==> src/hw/mip_pkg.sv <==
// shared constants and types for the two-wire controller with packet error code
package mip_pkg;
    // register indices; the byte address is four times the index
    localparam logic [6:0] IDX_OWN = 7'h48;
    localparam logic [6:0] IDX_CR1 = 7'h49;
    localparam logic [6:0] IDX_CR2 = 7'h4a;
    localparam logic [6:0] IDX_SR = 7'h4b;
    localparam logic [6:0] IDX_TX = 7'h4c;
    localparam logic [6:0] IDX_RX = 7'h4d;
    localparam logic [6:0] IDX_CRC = 7'h4e;
    localparam logic [6:0] IDX_BAUD = 7'h4f;
    localparam logic [7:0] OWN_RESET = 8'ha0;
    localparam logic [2:0] BAUD_RESET = 3'h4;
    // control_one fields
    localparam int B_ON = 7;
    localparam int B_IE = 6;
    localparam int B_CLRBB = 5;
    localparam int B_ACKDIS = 3;
    localparam int B_RS = 2;
    localparam int B_PEC = 1;
    // control_two fields
    localparam int B_AL = 7;
    localparam int B_NAK = 6;
    localparam int B_BUSY = 5;
    localparam int B_MST = 4;
    localparam int B_DIR = 3;
    localparam int B_CRCE = 0;
    // status_flags fields
    localparam int B_RXIF = 7;
    localparam int B_TXIF = 6;
    localparam int B_MATCH = 5;
    localparam int B_SRW = 4;
    localparam int B_RXAK = 3;
    localparam int B_CRCBF = 2;
    localparam int B_TXBE = 1;
    localparam int B_RXBF = 0;
    // extended slave addresses
    localparam logic [6:0] ADDR_GENERAL = 7'h00;
    localparam logic [6:0] ADDR_EXTRA = 7'h0c;
    localparam logic [7:0] CRC_POLY = 8'h07;
    localparam logic [7:0] CRC_INIT = 8'h00;
    // system clock cycles per scl half period at divider zero
    localparam logic [15:0] HALF_BASE = 16'h000a;
    localparam logic [3:0] LAST_DATA_BIT = 4'h7;
    localparam logic [3:0] ACK_BIT = 4'h8;

    typedef enum logic [2:0] {
        M_IDLE = 3'h0,
        M_START = 3'h1,
        M_LOW = 3'h2,
        M_HWAIT = 3'h3,
        M_HIGH = 3'h4,
        M_STOP1 = 3'h5,
        M_STOP2 = 3'h6,
        M_RSTART = 3'h7
    } mip_mstate_t;

    typedef struct packed {
        logic sda;
        logic scl;
    } mip_lines_t;

    typedef struct packed {
        logic ack;
        logic [7:0] rdata;
        logic irq;
        logic [7:0] own;
        logic on;
        logic ie;
        logic ackdis;
        logic rsreq;
        logic pecb;
        logic al;
        logic nak;
        logic busy;
        logic mst;
        logic mdir;
        logic crcerr;
        logic rxif;
        logic txif;
        logic match;
        logic srw;
        logic rxak;
        logic crcbf;
        logic txbe;
        logic rxbf;
        logic [7:0] tdr;
        logic [7:0] rdr;
        logic [7:0] crc;
        logic [7:0] crc_acc;
        logic [2:0] bd;
        mip_mstate_t st;
        logic [15:0] cnt;
        logic [3:0] bitn;
        logic [7:0] sh;
        logic addr_ph;
        logic ld;
        logic sda_drv;
        logic scl_drv;
        logic [3:0] s_bit;
        logic [7:0] s_sh;
        logic s_act;
        logic s_addr;
        logic s_tx;
        logic s_sda;
        logic s_hold;
        mip_lines_t prev;
        logic sda_oe;
        logic scl_oe;
    } mip_state_t;
endpackage

==> src/hw/mip_crc8.sv <==
// one-byte step of the packet error code, msb first
module mip_crc8
    import mip_pkg::*;
(
    input wire logic [7:0] crc_in,
    input wire logic [7:0] data,
    output logic [7:0] crc_out
);
    always_comb begin
        logic [7:0] c;
        c = crc_in ^ data;
        for (int i = 0; i < 8; i++) begin
            c = c[7] ? ((c << 1) ^ CRC_POLY) : (c << 1);
        end
        crc_out = c;
    end
endmodule

==> src/hw/mip_ctrl.sv <==
// multi-master two-wire controller with packet error code, wishbone slave
//
// Local design decision: the Wishbone slave port.
module mip_ctrl
    import mip_pkg::*;
(
    input wire logic CLK,
    input wire logic ARST_N,
    input wire logic [31:0] ADR_I,
    input wire logic [31:0] DAT_I,
    output logic [31:0] DAT_O,
    input wire logic WE_I,
    input wire logic [3:0] SEL_I,
    input wire logic STB_I,
    input wire logic CYC_I,
    output logic ACK_O,
    output logic IRQ,
    input wire logic SDA_IN,
    output logic SDA_OUT,
    output logic SDA_OE,
    input wire logic SCL_IN,
    output logic SCL_OUT,
    output logic SCL_OE
);
    import mip_pkg::*;

    mip_state_t r;
    mip_state_t next_r;
    mip_lines_t ln;
    logic [7:0] crc_byte;
    logic [7:0] crc_new;

    mip_sync #(.W(2)) u_sync (
        .clk(CLK),
        .arst_n(ARST_N),
        .d({SDA_IN, SCL_IN}),
        .q(ln)
    );

    // one checker serves both ends; only one completes a byte at a time
    assign crc_byte = (r.st != M_IDLE) ? {r.sh[6:0], ln.sda} : r.s_sh;

    mip_crc8 u_crc (
        .crc_in(r.crc_acc),
        .data(crc_byte),
        .crc_out(crc_new)
    );

    always_comb begin
        mip_state_t n;
        logic [7:0] rd;
        logic [7:0] wd;
        logic wr;
        logic mapped;
        logic [6:0] idx;
        logic [15:0] half;
        logic tx;
        logic idle;
        logic hi_end;
        logic s_rise;
        logic s_fall;
        logic hit;
        n = r;
        rd = 8'h00;
        wd = DAT_I[7:0];
        idx = ADR_I[8:2];
        mapped = (ADR_I[31:9] == 23'h000000) && (idx >= IDX_OWN) && (idx <= IDX_BAUD);
        half = 16'(HALF_BASE << r.bd);
        tx = r.addr_ph | ~r.mdir;
        idle = (r.st == M_IDLE);
        s_rise = ln.scl & ~r.prev.scl;
        s_fall = ~ln.scl & r.prev.scl;
        hit = 1'b0;
        hi_end = 1'b0;

        // register bus: answer one cycle after the request, unmapped reads zero
        n.ack = CYC_I & STB_I & ~r.ack;
        wr = n.ack & WE_I & SEL_I[0] & mapped;
        case (idx)
            IDX_OWN: rd = r.own;
            IDX_CR1: rd = {r.on, r.ie, 1'b0, 1'b0, r.ackdis, r.rsreq, r.pecb, 1'b0};
            IDX_CR2: rd = {r.al, r.nak, r.busy, r.mst, r.mdir, 2'b00, r.crcerr};
            IDX_SR: rd = {r.rxif, r.txif, r.match, r.srw, r.rxak, r.crcbf, r.txbe, r.rxbf};
            IDX_TX: rd = r.tdr;
            IDX_RX: rd = r.rdr;
            IDX_CRC: rd = r.crc;
            IDX_BAUD: rd = {5'h00, r.bd};
            default: rd = 8'h00;
        endcase
        if (n.ack) begin
            n.rdata = mapped ? rd : 8'h00;
        end
        if (n.ack && !WE_I && mapped) begin
            if (idx == IDX_RX) begin
                n.rxbf = 1'b0;
            end
            if (idx == IDX_CRC) begin
                n.crcbf = 1'b0;
            end
        end
        if (wr) begin
            case (idx)
                IDX_OWN: n.own = wd;
                IDX_CR1: begin
                    n.on = wd[B_ON];
                    n.ie = wd[B_IE];
                    n.ackdis = wd[B_ACKDIS];
                    n.rsreq = wd[B_RS];
                    n.pecb = wd[B_PEC];
                    if (wd[B_CLRBB]) begin
                        n.busy = 1'b0;
                    end
                end
                IDX_CR2: begin
                    if (!wd[B_AL]) begin
                        n.al = 1'b0;
                    end
                    if (!wd[B_NAK]) begin
                        n.nak = 1'b0;
                    end
                    n.mdir = wd[B_DIR];
                    if (wd[B_MST] && !r.mst && r.busy) begin
                        n.al = 1'b1;
                    end else begin
                        n.mst = wd[B_MST] & r.on;
                    end
                end
                IDX_SR: begin
                    if (!wd[B_RXIF]) begin
                        n.rxif = 1'b0;
                    end
                    if (!wd[B_TXIF]) begin
                        n.txif = 1'b0;
                    end
                end
                IDX_TX: begin
                    n.tdr = wd;
                    n.txbe = 1'b0;
                end
                IDX_BAUD: n.bd = wd[2:0];
                default: hit = 1'b0;
            endcase
        end

        if (r.cnt != 16'h0000) begin
            n.cnt = r.cnt - 16'h0001;
        end

        // master engine; hardware events below override software clears
        unique case (r.st)
            M_IDLE: begin
                if (r.mst && r.on && !r.busy && ln.scl && ln.sda) begin
                    n.sda_drv = 1'b1;
                    n.st = M_START;
                    n.cnt = half;
                end
            end
            M_START: begin
                if (r.cnt == 16'h0000) begin
                    n.rsreq = 1'b0;
                    n.sh = {r.own[7:1], r.mdir};
                    n.addr_ph = 1'b1;
                    n.ld = 1'b0;
                    n.bitn = 4'h0;
                    n.crc_acc = CRC_INIT;
                    n.scl_drv = 1'b1;
                    n.st = M_LOW;
                    n.cnt = half;
                end
            end
            M_LOW: begin
                n.scl_drv = 1'b1;
                if (r.ld) begin
                    // wait holding scl low until software refills
                    n.cnt = half;
                    if (!n.txbe) begin
                        n.sh = n.tdr;
                        n.txbe = 1'b1;
                        n.txif = 1'b1;
                        n.ld = 1'b0;
                    end
                end else begin
                    // msb first, ack on ninth clock; ack per disable
                    if (r.bitn < ACK_BIT) begin
                        n.sda_drv = tx & ~r.sh[7];
                    end else begin
                        n.sda_drv = ~tx & ~r.ackdis;
                    end
                    if (r.cnt == 16'h0000) begin
                        n.scl_drv = 1'b0;
                        n.st = M_HWAIT;
                    end
                end
            end
            M_HWAIT: begin
                // wait for the line itself to rise
                if (ln.scl) begin
                    n.st = M_HIGH;
                    n.cnt = half;
                end
            end
            M_HIGH: begin
                hi_end = (r.cnt == 16'h0000) | ~ln.scl;
                if (tx && r.bitn < ACK_BIT && !r.sda_drv && !ln.sda) begin
                    // silent drop to slave, flag raised
                    n.al = 1'b1;
                    n.mst = 1'b0;
                    n.rsreq = 1'b0;
                    n.sda_drv = 1'b0;
                    n.scl_drv = 1'b0;
                    n.st = M_IDLE;
                end else if (hi_end) begin
                    // first finished or line pulled low starts next low
                    n.scl_drv = 1'b1;
                    n.st = M_LOW;
                    n.cnt = half;
                    n.bitn = r.bitn + 4'h1;
                    if (r.bitn < ACK_BIT) begin
                        n.sh = {r.sh[6:0], ln.sda};
                    end
                    if (r.bitn == LAST_DATA_BIT) begin
                        // code over every byte on the wire
                        n.crc = crc_new;
                        n.crc_acc = crc_new;
                        n.crcbf = 1'b1;
                        if (!tx) begin
                            n.rdr = {r.sh[6:0], ln.sda};
                            n.rxbf = 1'b1;
                            n.rxif = 1'b1;
                            if (r.pecb) begin
                                n.crcerr = (crc_new != 8'h00);
                            end
                        end
                    end
                    if (r.bitn == ACK_BIT) begin
                        n.bitn = 4'h0;
                        n.addr_ph = 1'b0;
                        n.sda_drv = 1'b0;
                        if (tx) begin
                            n.rxak = ln.sda;
                            if (ln.sda) begin
                                n.nak = 1'b1;
                                n.mst = 1'b0;
                            end
                        end
                        n.ld = ~n.mst ? 1'b0 : (r.addr_ph ? ~r.mdir : ~r.mdir);
                        if (!n.mst) begin
                            n.rsreq = 1'b0;
                            n.sda_drv = 1'b1;
                            n.st = M_STOP1;
                        end else if (n.rsreq) begin
                            n.ld = 1'b0;
                            n.st = M_RSTART;
                        end
                    end
                end
            end
            M_STOP1: begin
                n.scl_drv = 1'b1;
                n.sda_drv = 1'b1;
                if (r.cnt == 16'h0000) begin
                    n.scl_drv = 1'b0;
                    n.st = M_STOP2;
                    n.cnt = half;
                end
            end
            M_STOP2: begin
                if (!ln.scl) begin
                    n.cnt = half;
                end else if (r.cnt == 16'h0000) begin
                    n.sda_drv = 1'b0;
                    n.st = M_IDLE;
                end
            end
            M_RSTART: begin
                n.sda_drv = 1'b0;
                if (r.scl_drv) begin
                    if (r.cnt == 16'h0000) begin
                        n.scl_drv = 1'b0;
                        n.cnt = half;
                    end
                end else if (!ln.scl) begin
                    n.cnt = half;
                end else if (r.cnt == 16'h0000) begin
                    n.sda_drv = 1'b1;
                    n.st = M_START;
                    n.cnt = half;
                end
            end
        endcase

        // line watcher and slave end
        if (ln.scl && r.prev.scl && r.prev.sda && !ln.sda) begin
            n.busy = 1'b1;
            n.pecb = 1'b0;
            n.crc_acc = CRC_INIT;
            n.s_act = 1'b1;
            n.s_addr = 1'b1;
            n.s_tx = 1'b0;
            n.s_bit = '1; // wraps to zero on the start's own scl fall
            n.s_sda = 1'b0;
            n.s_hold = 1'b0;
        end else if (ln.scl && r.prev.scl && !r.prev.sda && ln.sda) begin
            n.busy = 1'b0;
            n.s_act = 1'b0;
            n.s_sda = 1'b0;
            n.s_hold = 1'b0;
        end else if (r.s_act) begin
            if (s_rise && r.s_bit < ACK_BIT) begin
                n.s_sh = {r.s_sh[6:0], ln.sda};
            end
            if (s_rise && r.s_bit == ACK_BIT && r.s_tx && idle) begin
                n.rxak = ln.sda;
            end
            if (s_fall && r.s_bit == LAST_DATA_BIT) begin
                n.s_bit = ACK_BIT;
                if (idle) begin
                    n.crc = crc_new;
                    n.crc_acc = crc_new;
                    n.crcbf = 1'b1;
                    n.s_sda = 1'b0;
                end
                if (r.s_addr && idle) begin
                    if (r.s_sh[7:1] == r.own[7:1] || (r.own[0] &&
                        (r.s_sh[7:1] == ADDR_GENERAL || r.s_sh[7:1] == ADDR_EXTRA))) begin
                        n.s_sda = 1'b1;
                        n.match = 1'b1;
                        n.srw = r.s_sh[0];
                        n.s_tx = r.s_sh[0];
                        n.rdr = r.s_sh;
                    end else begin
                        n.s_act = 1'b0;
                    end
                end else if (!r.s_tx && idle) begin
                    n.rdr = r.s_sh;
                    n.rxbf = 1'b1;
                    n.rxif = 1'b1;
                    n.match = 1'b0;
                    if (r.pecb) begin
                        n.crcerr = (crc_new != 8'h00);
                    end
                    // withhold on mismatch or when disabled
                    n.s_sda = ~r.ackdis & ~(r.pecb & (crc_new != 8'h00));
                end
            end else if (s_fall && r.s_bit == ACK_BIT) begin
                n.s_bit = 4'h0;
                n.s_addr = 1'b0;
                n.s_sda = 1'b0;
                if (r.s_tx && idle) begin
                    if (r.s_addr || !r.rxak) begin
                        n.s_hold = 1'b1;
                    end else begin
                        n.s_act = 1'b0;
                    end
                end
            end else if (s_fall) begin
                n.s_bit = r.s_bit + 4'h1;
                if (r.s_tx) begin
                    n.s_sda = ~r.s_sh[7];
                end
            end
            // stretch scl until the transmit register is filled
            if (r.s_hold && !n.txbe) begin
                n.s_sh = n.tdr;
                n.txbe = 1'b1;
                n.txif = 1'b1;
                n.s_sda = ~n.tdr[7];
                n.s_hold = 1'b0;
            end
        end
        n.prev = ln;

        // disabled module returns flags to defaults, all but the code error flag
        if (!n.on) begin
            n.al = 1'b0;
            n.nak = 1'b0;
            n.busy = 1'b0;
            n.mst = 1'b0;
            n.rsreq = 1'b0;
            n.rxif = 1'b0;
            n.txif = 1'b0;
            n.match = 1'b0;
            n.srw = 1'b0;
            n.rxak = 1'b1;
            n.crcbf = 1'b0;
            n.txbe = 1'b1;
            n.rxbf = 1'b0;
            n.st = M_IDLE;
            n.sda_drv = 1'b0;
            n.scl_drv = 1'b0;
            n.s_act = 1'b0;
            n.s_sda = 1'b0;
            n.s_hold = 1'b0;
        end
        // slave drive only counts while not mastering the bus
        n.sda_oe = n.sda_drv | (n.s_sda & (n.st == M_IDLE));
        n.scl_oe = n.scl_drv | (n.s_hold & (n.st == M_IDLE));
        n.irq = n.ie & (n.txif | n.rxif | n.al | n.nak);
        next_r = n;
    end

    always_ff @(posedge CLK or negedge ARST_N) begin
        if (!ARST_N) begin
            r <= '0;
            // address resets to a0, extended enable clear
            r.own <= OWN_RESET;
            r.bd <= BAUD_RESET;
            r.rxak <= 1'b1;
            r.txbe <= 1'b1;
            r.prev <= '1;
            r.st <= M_IDLE;
        end else begin
            next_r_apply: r <= next_r;
        end
    end

    assign DAT_O = {24'h000000, r.rdata};
    assign ACK_O = r.ack;
    assign IRQ = r.irq;
    assign SDA_OUT = 1'b0;
    assign SCL_OUT = 1'b0;
    assign SDA_OE = r.sda_oe;
    assign SCL_OE = r.scl_oe;
endmodule

==> src/hw/mip_sync.sv <==
// two flip-flop synchroniser for asynchronous line levels
module mip_sync #(
    parameter int W = 2
) (
    input wire logic clk,
    input wire logic arst_n,
    input wire logic [W-1:0] d,
    output logic [W-1:0] q
);
    typedef struct packed {
        logic [W-1:0] s1;
        logic [W-1:0] s2;
    } mip_sync_state_t;

    mip_sync_state_t r;
    mip_sync_state_t next_r;

    always_comb begin
        next_r = r;
        next_r.s1 = d;
        next_r.s2 = r.s1;
    end

    always_ff @(posedge clk or negedge arst_n) begin
        if (!arst_n) begin
            r <= '1; // idle lines are high, so no false edge after reset
        end else begin
            r <= next_r;
        end
    end

    assign q = r.s2;
endmodule

==> config.mk <==
export PLATFORM = sky130hd
export DESIGN_NAME = mip_ctrl
export DESIGN_NICKNAME = d
export VERILOG_FILES = /design/src/hw/mip_pkg.sv /design/src/hw/mip_crc8.sv /design/src/hw/mip_ctrl.sv /design/src/hw/mip_sync.sv
export SDC_FILE = /design/constraint.sdc
export NUM_CORES = 1
export LEC_CHECK = 0
export BUFFER_PORTS_ARGS = -buffer_cell sky130_fd_sc_hd__buf_2
export CAP_MARGIN = 15
export CORE_UTILIZATION = 60
export DETAILED_ROUTE_END_ITERATION = 7
export PLACE_DENSITY = 0.83
export SLEW_MARGIN = 25
export SYNTH_ARGS = -nofsm -noshare
export SYNTH_HDL_FRONTEND = slang
export SYNTH_HIERARCHICAL = 1
export SYNTH_SLANG_ARGS = --single-unit
==> constraint.sdc <==
create_clock -name CLK -period 11.1 [get_ports CLK]
set_input_delay 1.11 -clock CLK [delete_from_list [all_inputs] [get_ports CLK]]
set_output_delay 1.11 -clock CLK [all_outputs]
set_load 0.1 [all_outputs]
# Yosys cells after proc, flatten, opt, wreduce, memory -nomap -nowiden
# Cells that the tools add are included.
# Widths: inputs -> output; s select.
word_totals:
  reg_bits: 132
op_classes:
  addsub: 3
  magnitude_cmp: 4
  eq_ne: 41
  shifts: 1
  n_mux: 211
  bitwise_logic: 43
  reduce_logical: 76
ops:
  columns: ["operator", "n"]
  rows:
  - ["$pmux 19 s8", 1]
  - ["$mux 16", 9]
  - ["$mux 24", 6]
  - ["$mux 8", 16]
  - ["$mux 1", 102]
  - ["$mux 19", 4]
  - ["$pmux 8 s8", 1]
  - ["$mux 3", 20]
  - ["$eq 7x7->1 const B", 8]
  - ["$mux 2", 27]
  - ["$mux 35", 1]
  - ["$mux 33", 1]
  - ["$mux 30", 1]
  - ["$logic_and 1x1->1", 29]
  - ["$mux 9", 3]
  - ["$mux 4", 6]
  - ["$ne 2x2->1 const B", 12]
  - ["$not 3->3", 8]
  - ["$pmux 8 s3", 1]
  - ["$logic_not 23->1", 1]
  - ["$reduce_bool 2->1", 9]
  - ["$mux 17", 1]
  - ["$logic_not 16->1", 1]
  - ["$pmux 8 s2", 1]
  - ["other kinds (44)", 110]

# Depth between registers and ports, before layout
# Gate-level depths: netlist of run 1.
logic_depth:
  depth_word: 38
  mapped_depth: 15
  ltp_nobuf: 13

# By module
# The synthesis of run 1 kept the hierarchy.
modules_own_cells:
  columns: ["module", "n_inst", "cells_each", "area_per_inst_um2", "seq_area_each_um2"]
  rows:
  - ["mip_ctrl", 1, 874, 7841.3, 3211.8]
  - ["mip_crc8", 1, 20, 212.7, 0.0]
  - ["mip_sync", 1, 4, 105.1, 105.1]

# Worst setup path before layout of run 1
# No wires, ideal clock.
synth_timing:
  kind: "register to register"
  startpoint: "register r[54] in the netlist's numbering"
  endpoint: "register r (netlist bit SDA_OE)"
  setup_ps: 95
  arrival_time_ps: 3832
  slack_ps: 7173
  stages_incl_launch_ff: 15
  path_buffers: 2
  period_less_slack_ps: 3927
  path_cell_list: "dfrtp_1 > clkbuf_1 > or3_1 > clkbuf_1 > o21ai_0 > xor2_2 > xnor3_2 > xnor2_1 > or4_1 > o21ai_0 > a311oi_1 > o21ai_0 > nand3b_1 > a311o_1 > o31ai_1"
synth_lines:
  columns: ["element", "line_no", "source"]
  rows:
  - ["start: declaration", "mip_ctrl.sv:27", "mip_state_t r;"]
  - ["start signal: assignment", "mip_ctrl.sv:413", "next_r_apply: r <= next_r;"]

==> impl_metrics.yaml, run 1 <==
outcome:
  status: "finished clean"
power:
  internal_power_w: 0.0008324
  power_density_nw_per_um2: 123.9
  power.sequential.fraction_pct: 44.0
  p_comb_share_pct: 7.3
  ir_drop_mv: 0.1105
  power.switching_w: 0.0002791
  p_leak_nw: 4.080
  swShare_pct: 25.11
  p_clk_share_pct: 48.7
sta:
  fin_crit_ns: 4.531
  max_freq_mhz: 220.7
  finalSetupViolations: 0
  clock_skew_ns: 0.007544
  slew_viol_final: 0
  fin_setup_tns_ns: 0
  tightest_slew_ns: 1.008
  finalCritPeriodShare_pct: 40.82
  hold_violations: 0
  relSlewSlack_pct: 32.25
  grt_setup_unrepaired: "false"
clocking:
  post-cts-setup-buffers: 0
  cts_buffer_depth: 2
  worstSkewPairLatency_ns: 0.42
  cts_tree: "done"
  cts_buffers: 17
  cts_resized: 0
  htree_levels: 4
  path_clk_slew_ns: 0.05
  cts_sinks: 132
  ctsHoldBuffers: 0
  cts_root_buf: "clkbuf_16"
placement:
  hpwl_um: 15000
  place.port_buffers: 57
  gp_congestion: 0.9200
  placed_cells: 1087
floorplan:
  core_um2: 13240
  num_rows: 42
  die-area_um2: 14070
  start_util_pct: 61.61
  ioPinCount: 113
  die_h_um: 118.6
  die_w_um: 118.6
layout:
  syn_to_final_growth_pct: 9.922
  final_nets: 1011
  final_cells: 1119
  final_common_cell: "nand2_1"
  fill_cells: 1039
  antenna_cells: 0
  mostFrequentLayoutCells: "134 x nand2_1, 121 x dfrtp_1, 72 x o21ai_0"
  drive_above_1_share_pct: 16.86
synth:
  yosys_warnings: 6
  yosys.area.top_type: "dfrtp_1"
  yosys-top-cells-area: "dfrtp_1 37%, nand2_1 6.2%, o21ai_0 4.4%, mux2_2 3.9%, dfstp_2 3.5%"
  yosysUniqueCellTypes: 76
  async_flop_share_pct: 100.0
  synth-edff-count: 0
  ys_ff_latch: 132
  synth_seq_area_share_pct: 40.65
  netlist_instances: 898
  ys.flop_type: "dfrtp_1"
  synthDominantCellAreaShare_pct: 37.11
  syn_area_um2: 8159
  synth_area_per_cell_um2: 9.086
worst_setup_path:
  critical_path_required_ns: 11.42
  crit_type: "reg -> reg"
  setup.worst_path.end_class: "register"
  worstPathMaxFanout: 22
  cp.arrival_ns: 4.85
  startpoint_type: "register"
worst_hold_path:
  hold_class: "reg -> reg"
global_route:
  gr-total-overflow: 0
  grt_pass1_wl_um: 34600
  antenna_found_initial: 0
  grt_max_degree: 68
  grt_pass1_vias: 6597
  grtUsageTotal_pct: 31.60
route:
  viasPerCell: 6.332
  drtAntennaViolNets: 0
  vias: 7085
  route.detailed.drc: 0
  wl_per_cell_um: 19.04
  routed_wirelength_um: 21310
  drt_iter0_markers: 941
  dr.pass1.iters: 6
run:
  max-cap-violations: 0
## final cells by class
class                      count  area (um2)  area share [%]
multi-input combinational    686        4415           49.23
sequential                   132        3317           36.98
clock buffer                  22       454.2           5.064
inverter                      29       110.1           1.228
timing repair buffer          64       344.1           3.836
clock inverter                10       107.6           1.200
tap                          176       220.2           2.455
## registers in the layout (all words and copies together), names as in the netlist
signal and cells:
SCL_OE 1, u_sync/q 2, SDA_OE 1, DAT_O 8, u_sync/next_r 2, ACK_O 1
r 116, IRQ 1
## critical path, cell delays in order, from the launching register on
cell and delay [ns]:
dfrtp_1 0.60, or3_1 0.71, o21ai_0 0.43, xor2_2 0.28, xnor3_2 0.49, xnor2_1 0.20
or4_1 0.56, o21ai_0 0.23, a311oi_1 0.12, o21ai_0 0.09, nand3b_1 0.09, a311o_1 0.36
o31ai_1 0.27
## kinds of logic after synthesis
group                      count (synthesis)  synth area share [%]
and+or+nand+nor                          338                 21.76
muxes                                     59                 8.434
adders and majority gates                  6                0.9201
other                                      1               0.04596
xor gates and xnor gates                  42                 4.969
AOI/OAI and AO/OA                        215                 16.61
DFF                                      132                 40.65
buffers and inverters                    105                 6.609
## power by group through the flow
stage | logic [W] | clock network [W] | registers, W
finish | 0.0000812 | 0.000541 | 0.000489
global route | 0.0000863 | 0.000566 | 0.000489
CTS | 0.0000814 | 0.000542 | 0.000489
detailed placement | 0.0000812 | 0 | 0.000497
global placement | 0.0000804 | 0 | 0.000497
floorplan | 0.0000615 | 0 | 0.000497
## metrics by stage
step	worst slack [ns]	utilization (%)	cell area, um2	hold slack, ns	total power (W)
after floorplan	7.173	-	8253	0.3452	0.0005585
after global placement	6.638	63.42	8398	0.3465	0.0005777
after detailed placement	6.630	63.48	8407	0.3468	0.0005787
after CTS	6.569	67.72	8969	0.3545	0.001113
after global routing	6.265	67.72	8969	0.3640	0.001141
final	6.569	67.72	8969	0.3544	0.001112
## path summary, 6_finish.rpt
kind / depth (start not counted) / slack [ns] / startpoint / end
worst max-delay path: 12 / 6.57 / r[53]$_DFF_PN0_ / SDA_OE$_DFF_PN0_
worst min-delay path: 0 / 0.35 / u_sync/next_r[0]$_DFF_PN1_ / u_sync/q[0]$_DFF_PN1_
worst max register to register: 12 / 6.57 / r[53]$_DFF_PN0_ / SDA_OE$_DFF_PN0_
worst min register to register: 0 / 0.35 / u_sync/next_r[0]$_DFF_PN1_ / u_sync/q[0]$_DFF_PN1_
max in group asynchronous: 2 / 9.15 / ARST_N / r[32]$_DFFE_PN0P_
min in group asynchronous: 1 / 0.69 / ARST_N / r[33]$_DFFE_PN0P_
## synth_stat cells, types with 11 or more instances
cell type and n:
mux2_2 28, dfstp_2 11, buf_4 35, a21oi_1 45, clkbuf_1 34, mux2i_1 26, inv_1 25, xnor2_1 22
nor3_1 21, nor2_1 66, o21ai_0 72, dfrtp_1 121, a22oi_1 11, xor2_1 17, nand3_1 17, nand2_1 134
## layer usage
metal | global-route usage (%) | share of wire, %
met1 | 42.42 | 41
met2 | 48.94 | 46
met3 | 6.467 | 8.7
met4 | 15.19 | 3.6
met5 | 0 | 0
Note: power is estimated with default switching activity, not from simulation.
==> inputs of run 2 (changes only) <==
- ABC_AREA: default -> 1
- CORE_UTILIZATION: 60 -> 59
- PLACE_DENSITY: 0.83 -> 0.81
- clock period: 11.1 -> 4.6 ns (I/O delays scaled with it)
==> impl_metrics.yaml, run 2 <==
synth:
  synth.most_common_cell: "nand2_1"
  yosysUniqueCellTypes: 54
  async_flop_share_pct: 100.0
  synthDominantCellAreaShare_pct: 35.37
  synth_area_per_cell_um2: 7.372
  yosys_warnings: 6
  synth-edff-count: 0
  ys.flop_type: "dfrtp_1"
  syn_area_um2: 8559
  yosys-top-cells-area: "dfrtp_1 35%, nand2_1 12%, inv_1 7.5%, o21ai_0 6.1%, nor2_1 4.9%"
  netlist_instances: 1161
  yosys-top-cells-count: "273 x nand2_1, 172 x inv_1, 121 x dfrtp_1"
  ys_ff_latch: 132
  yosys.area.top_type: "dfrtp_1"
  synth_seq_area_share_pct: 38.75
global_route:
  grt_pass1_wl_um: 38750
  grtUsageTotal_pct: 34.14
  antenna_found_initial: 0
  gr-total-overflow: 0
  grt_pass1_vias: 7705
  grt_max_degree: 90
worst_setup_path:
  setup.worst_path.end_class: "register"
  cp.arrival_ns: 4.00
  crit_type: "reg -> reg"
  worstPathMaxFanout: 22
  critical_path_required_ns: 4.96
  startpoint_type: "register"
  startpoint: "r[54]$_DFF_PN0_"
  r2r_start: "r[54]$_DFF_PN0_"
power:
  power.sequential.fraction_pct: 28.6
  ir_drop_mv: 0.4512
  swShare_pct: 45.72
  p_clk_share_pct: 25.2
  p_comb_share_pct: 46.3
  power_density_nw_per_um2: 633.1
  power.switching_w: 0.002749
  p_leak_nw: 4.688
  internal_power_w: 0.003264
clocking:
  cts_tree: "done"
  htree_levels: 4
  cts_buffer_depth: 2
  post-cts-setup-buffers: 0
  ctsHoldBuffers: 0
  path_clk_slew_ns: 0.06
  cts_resized: 0
  cts_buffers: 17
  cts_sinks: 132
  cts_root_buf: "clkbuf_16"
  worstSkewPairLatency_ns: 0.42
route:
  drtAntennaViolNets: 0
  viasPerCell: 5.800
  drt_iter0_markers: 1124
  dr.pass1.iters: 6
  vias: 8167
  routed_wirelength_um: 23980
  wl_per_cell_um: 17.03
  top_layer_used: "met4"
  route.met3.wl_um: 2410
  met2WireLength_um: 10470
  route.detailed.drc: 0
  m1WireLength_um: 10120
sta:
  grt_setup_unrepaired: "false"
  finalCritPeriodShare_pct: 79.17
  finalSetupViolations: 0
  clock_skew_ns: 0.006032
  hold_violations: 0
  relSlewSlack_pct: 39.88
  max_freq_mhz: 274.6
  fin_setup_tns_ns: 0
  hold-worst-slack_ns: 0.1125
  slew_viol_final: 0
  fin_crit_ns: 3.642
  tightest_slew_ns: 0.8791
layout:
  largest_reg_flops: 116
  final_nets: 1296
  syn_to_final_growth_pct: 10.96
  drive_above_1_share_pct: 14.17
  antenna_cells: 0
  regMostFlops: "r"
  mostFrequentLayoutCells: "273 x nand2_1, 172 x inv_1, 121 x dfrtp_1"
  final_common_cell: "nand2_1"
floorplan:
  die_w_um: 122.4
  ioPinCount: 113
  num_rows: 43
  core_um2: 14040
  die_h_um: 122.4
  start_util_pct: 60.96
  die-area_um2: 14990
outcome:
  status: "finished clean"
placement:
  place.port_buffers: 57
  hpwl_um: 17500
  gp_congestion: 0.9355
worst_hold_path:
  hold_class: "in -> async"
run:
  max-cap-violations: 0
==> run 2: cell count changes in the layout (fill, tap and decap cells not counted), sizes merged, moves of 9 or more <==
cell	change
nor2	+62
nand3b	-10
o22ai	+12
mux2i	-26
nor4	-14
nand3	+28
o21ai	+52
inv	+158
mux2	-28
nand4	+9
a21o	-10
nand2	+154
a21oi	-15
o211ai	+21
==> run 2: critical path: stages (launching register included) <==
cell	delay (ns)
dfrtp_1	0.44
inv_1	0.10
nand2_1	0.10
nor2_1	0.05
buf_4	0.22
o21ai_0	0.44
inv_1	0.14
nand2_2	0.10
nand2_4	0.06
nand2_1	0.10
nand2_1	0.07
nand2_1	0.07
nand2_2	0.08
nand2_1	0.07
nand2_1	0.05
inv_1	0.14
nand4_1	0.12
o21ai_0	0.43
nand2_1	0.13
nand4_1	0.10
nand3_1	0.08
nand2_1	0.06
nand2_1	0.07
a21oi_2	0.16
nand4_1	0.11
nand2_1	0.07
==> run 2: logic make-up after synthesis <==
logic type	count (synthesis)	synth area share, %
buf+inv	237	12.37
flops	132	38.75
simple gates	509	27.23
fa+ha+maj	6	0.8770
compound gates	247	17.50
xor+xnor	29	3.231
other cells	1	0.04381
==> run 2: final cells by class <==
cell class	instances	area, um2
well taps	180	225.2
clock buffers	20	456.7
clock inverters	12	201.4
inverters	187	705.7
flip-flops and latches	132	3317
fillers	1171	4544
multi-input cells	817	4278
repair buffers	60	314.1
==> run 2: final timing paths <==
| path | end | slack, ns | cells after the start |
|---|---|---|---|
| max | SDA_OE$_DFF_PN0_ | 0.96 | 25 |
| min | r[17]$_DFFE_PN0P_ | 0.11 | 1 |
| max reg2reg | SDA_OE$_DFF_PN0_ | 0.96 | 25 |
| min reg2reg | u_sync/q[1]$_DFF_PN1_ | 0.36 | 0 |
| max in group asynchronous | r[15]$_DFFE_PN0P_ | 3.38 | 2 |
| min in group CLK | u_sync/next_r[1]$_DFF_PN1_ | 0.13 | 1 |
==> run 2: power by group through the flow <==
| stage | logic, W | clock network (W) | registers (W) |
|---|---|---|---|
| floorplan | 0.00211 | 0 | 0.00169 |
| global placement | 0.00264 | 0 | 0.00171 |
| detailed placement | 0.00271 | 0 | 0.00172 |
| CTS | 0.00274 | 0.00153 | 0.00170 |
| global route | 0.00312 | 0.00157 | 0.00174 |
| finish | 0.00278 | 0.00151 | 0.00172 |
==> run 2: metrics by stage <==
stage	cell area (um2)	util (%)	instances	power (W)	worst slack, ns
CTS	9498	67.64	1408	0.005972	1.003
floorplan	8653	-	1186	0.003800	1.664
global route	9498	67.64	1408	0.006435	0.6310
global placement	8840	62.95	1376	0.004356	1.121
detailed placement	8840	62.95	1376	0.004422	1.044
finish	9498	67.64	1408	0.006013	0.9580
==> run 2: per-layer routing <==
layer	global-route usage (%)	up-vias
li1	-	3854
met1	46.67	3772
met2	51.30	454
met3	7.528	87
met4	16.62	0
met5	0	-
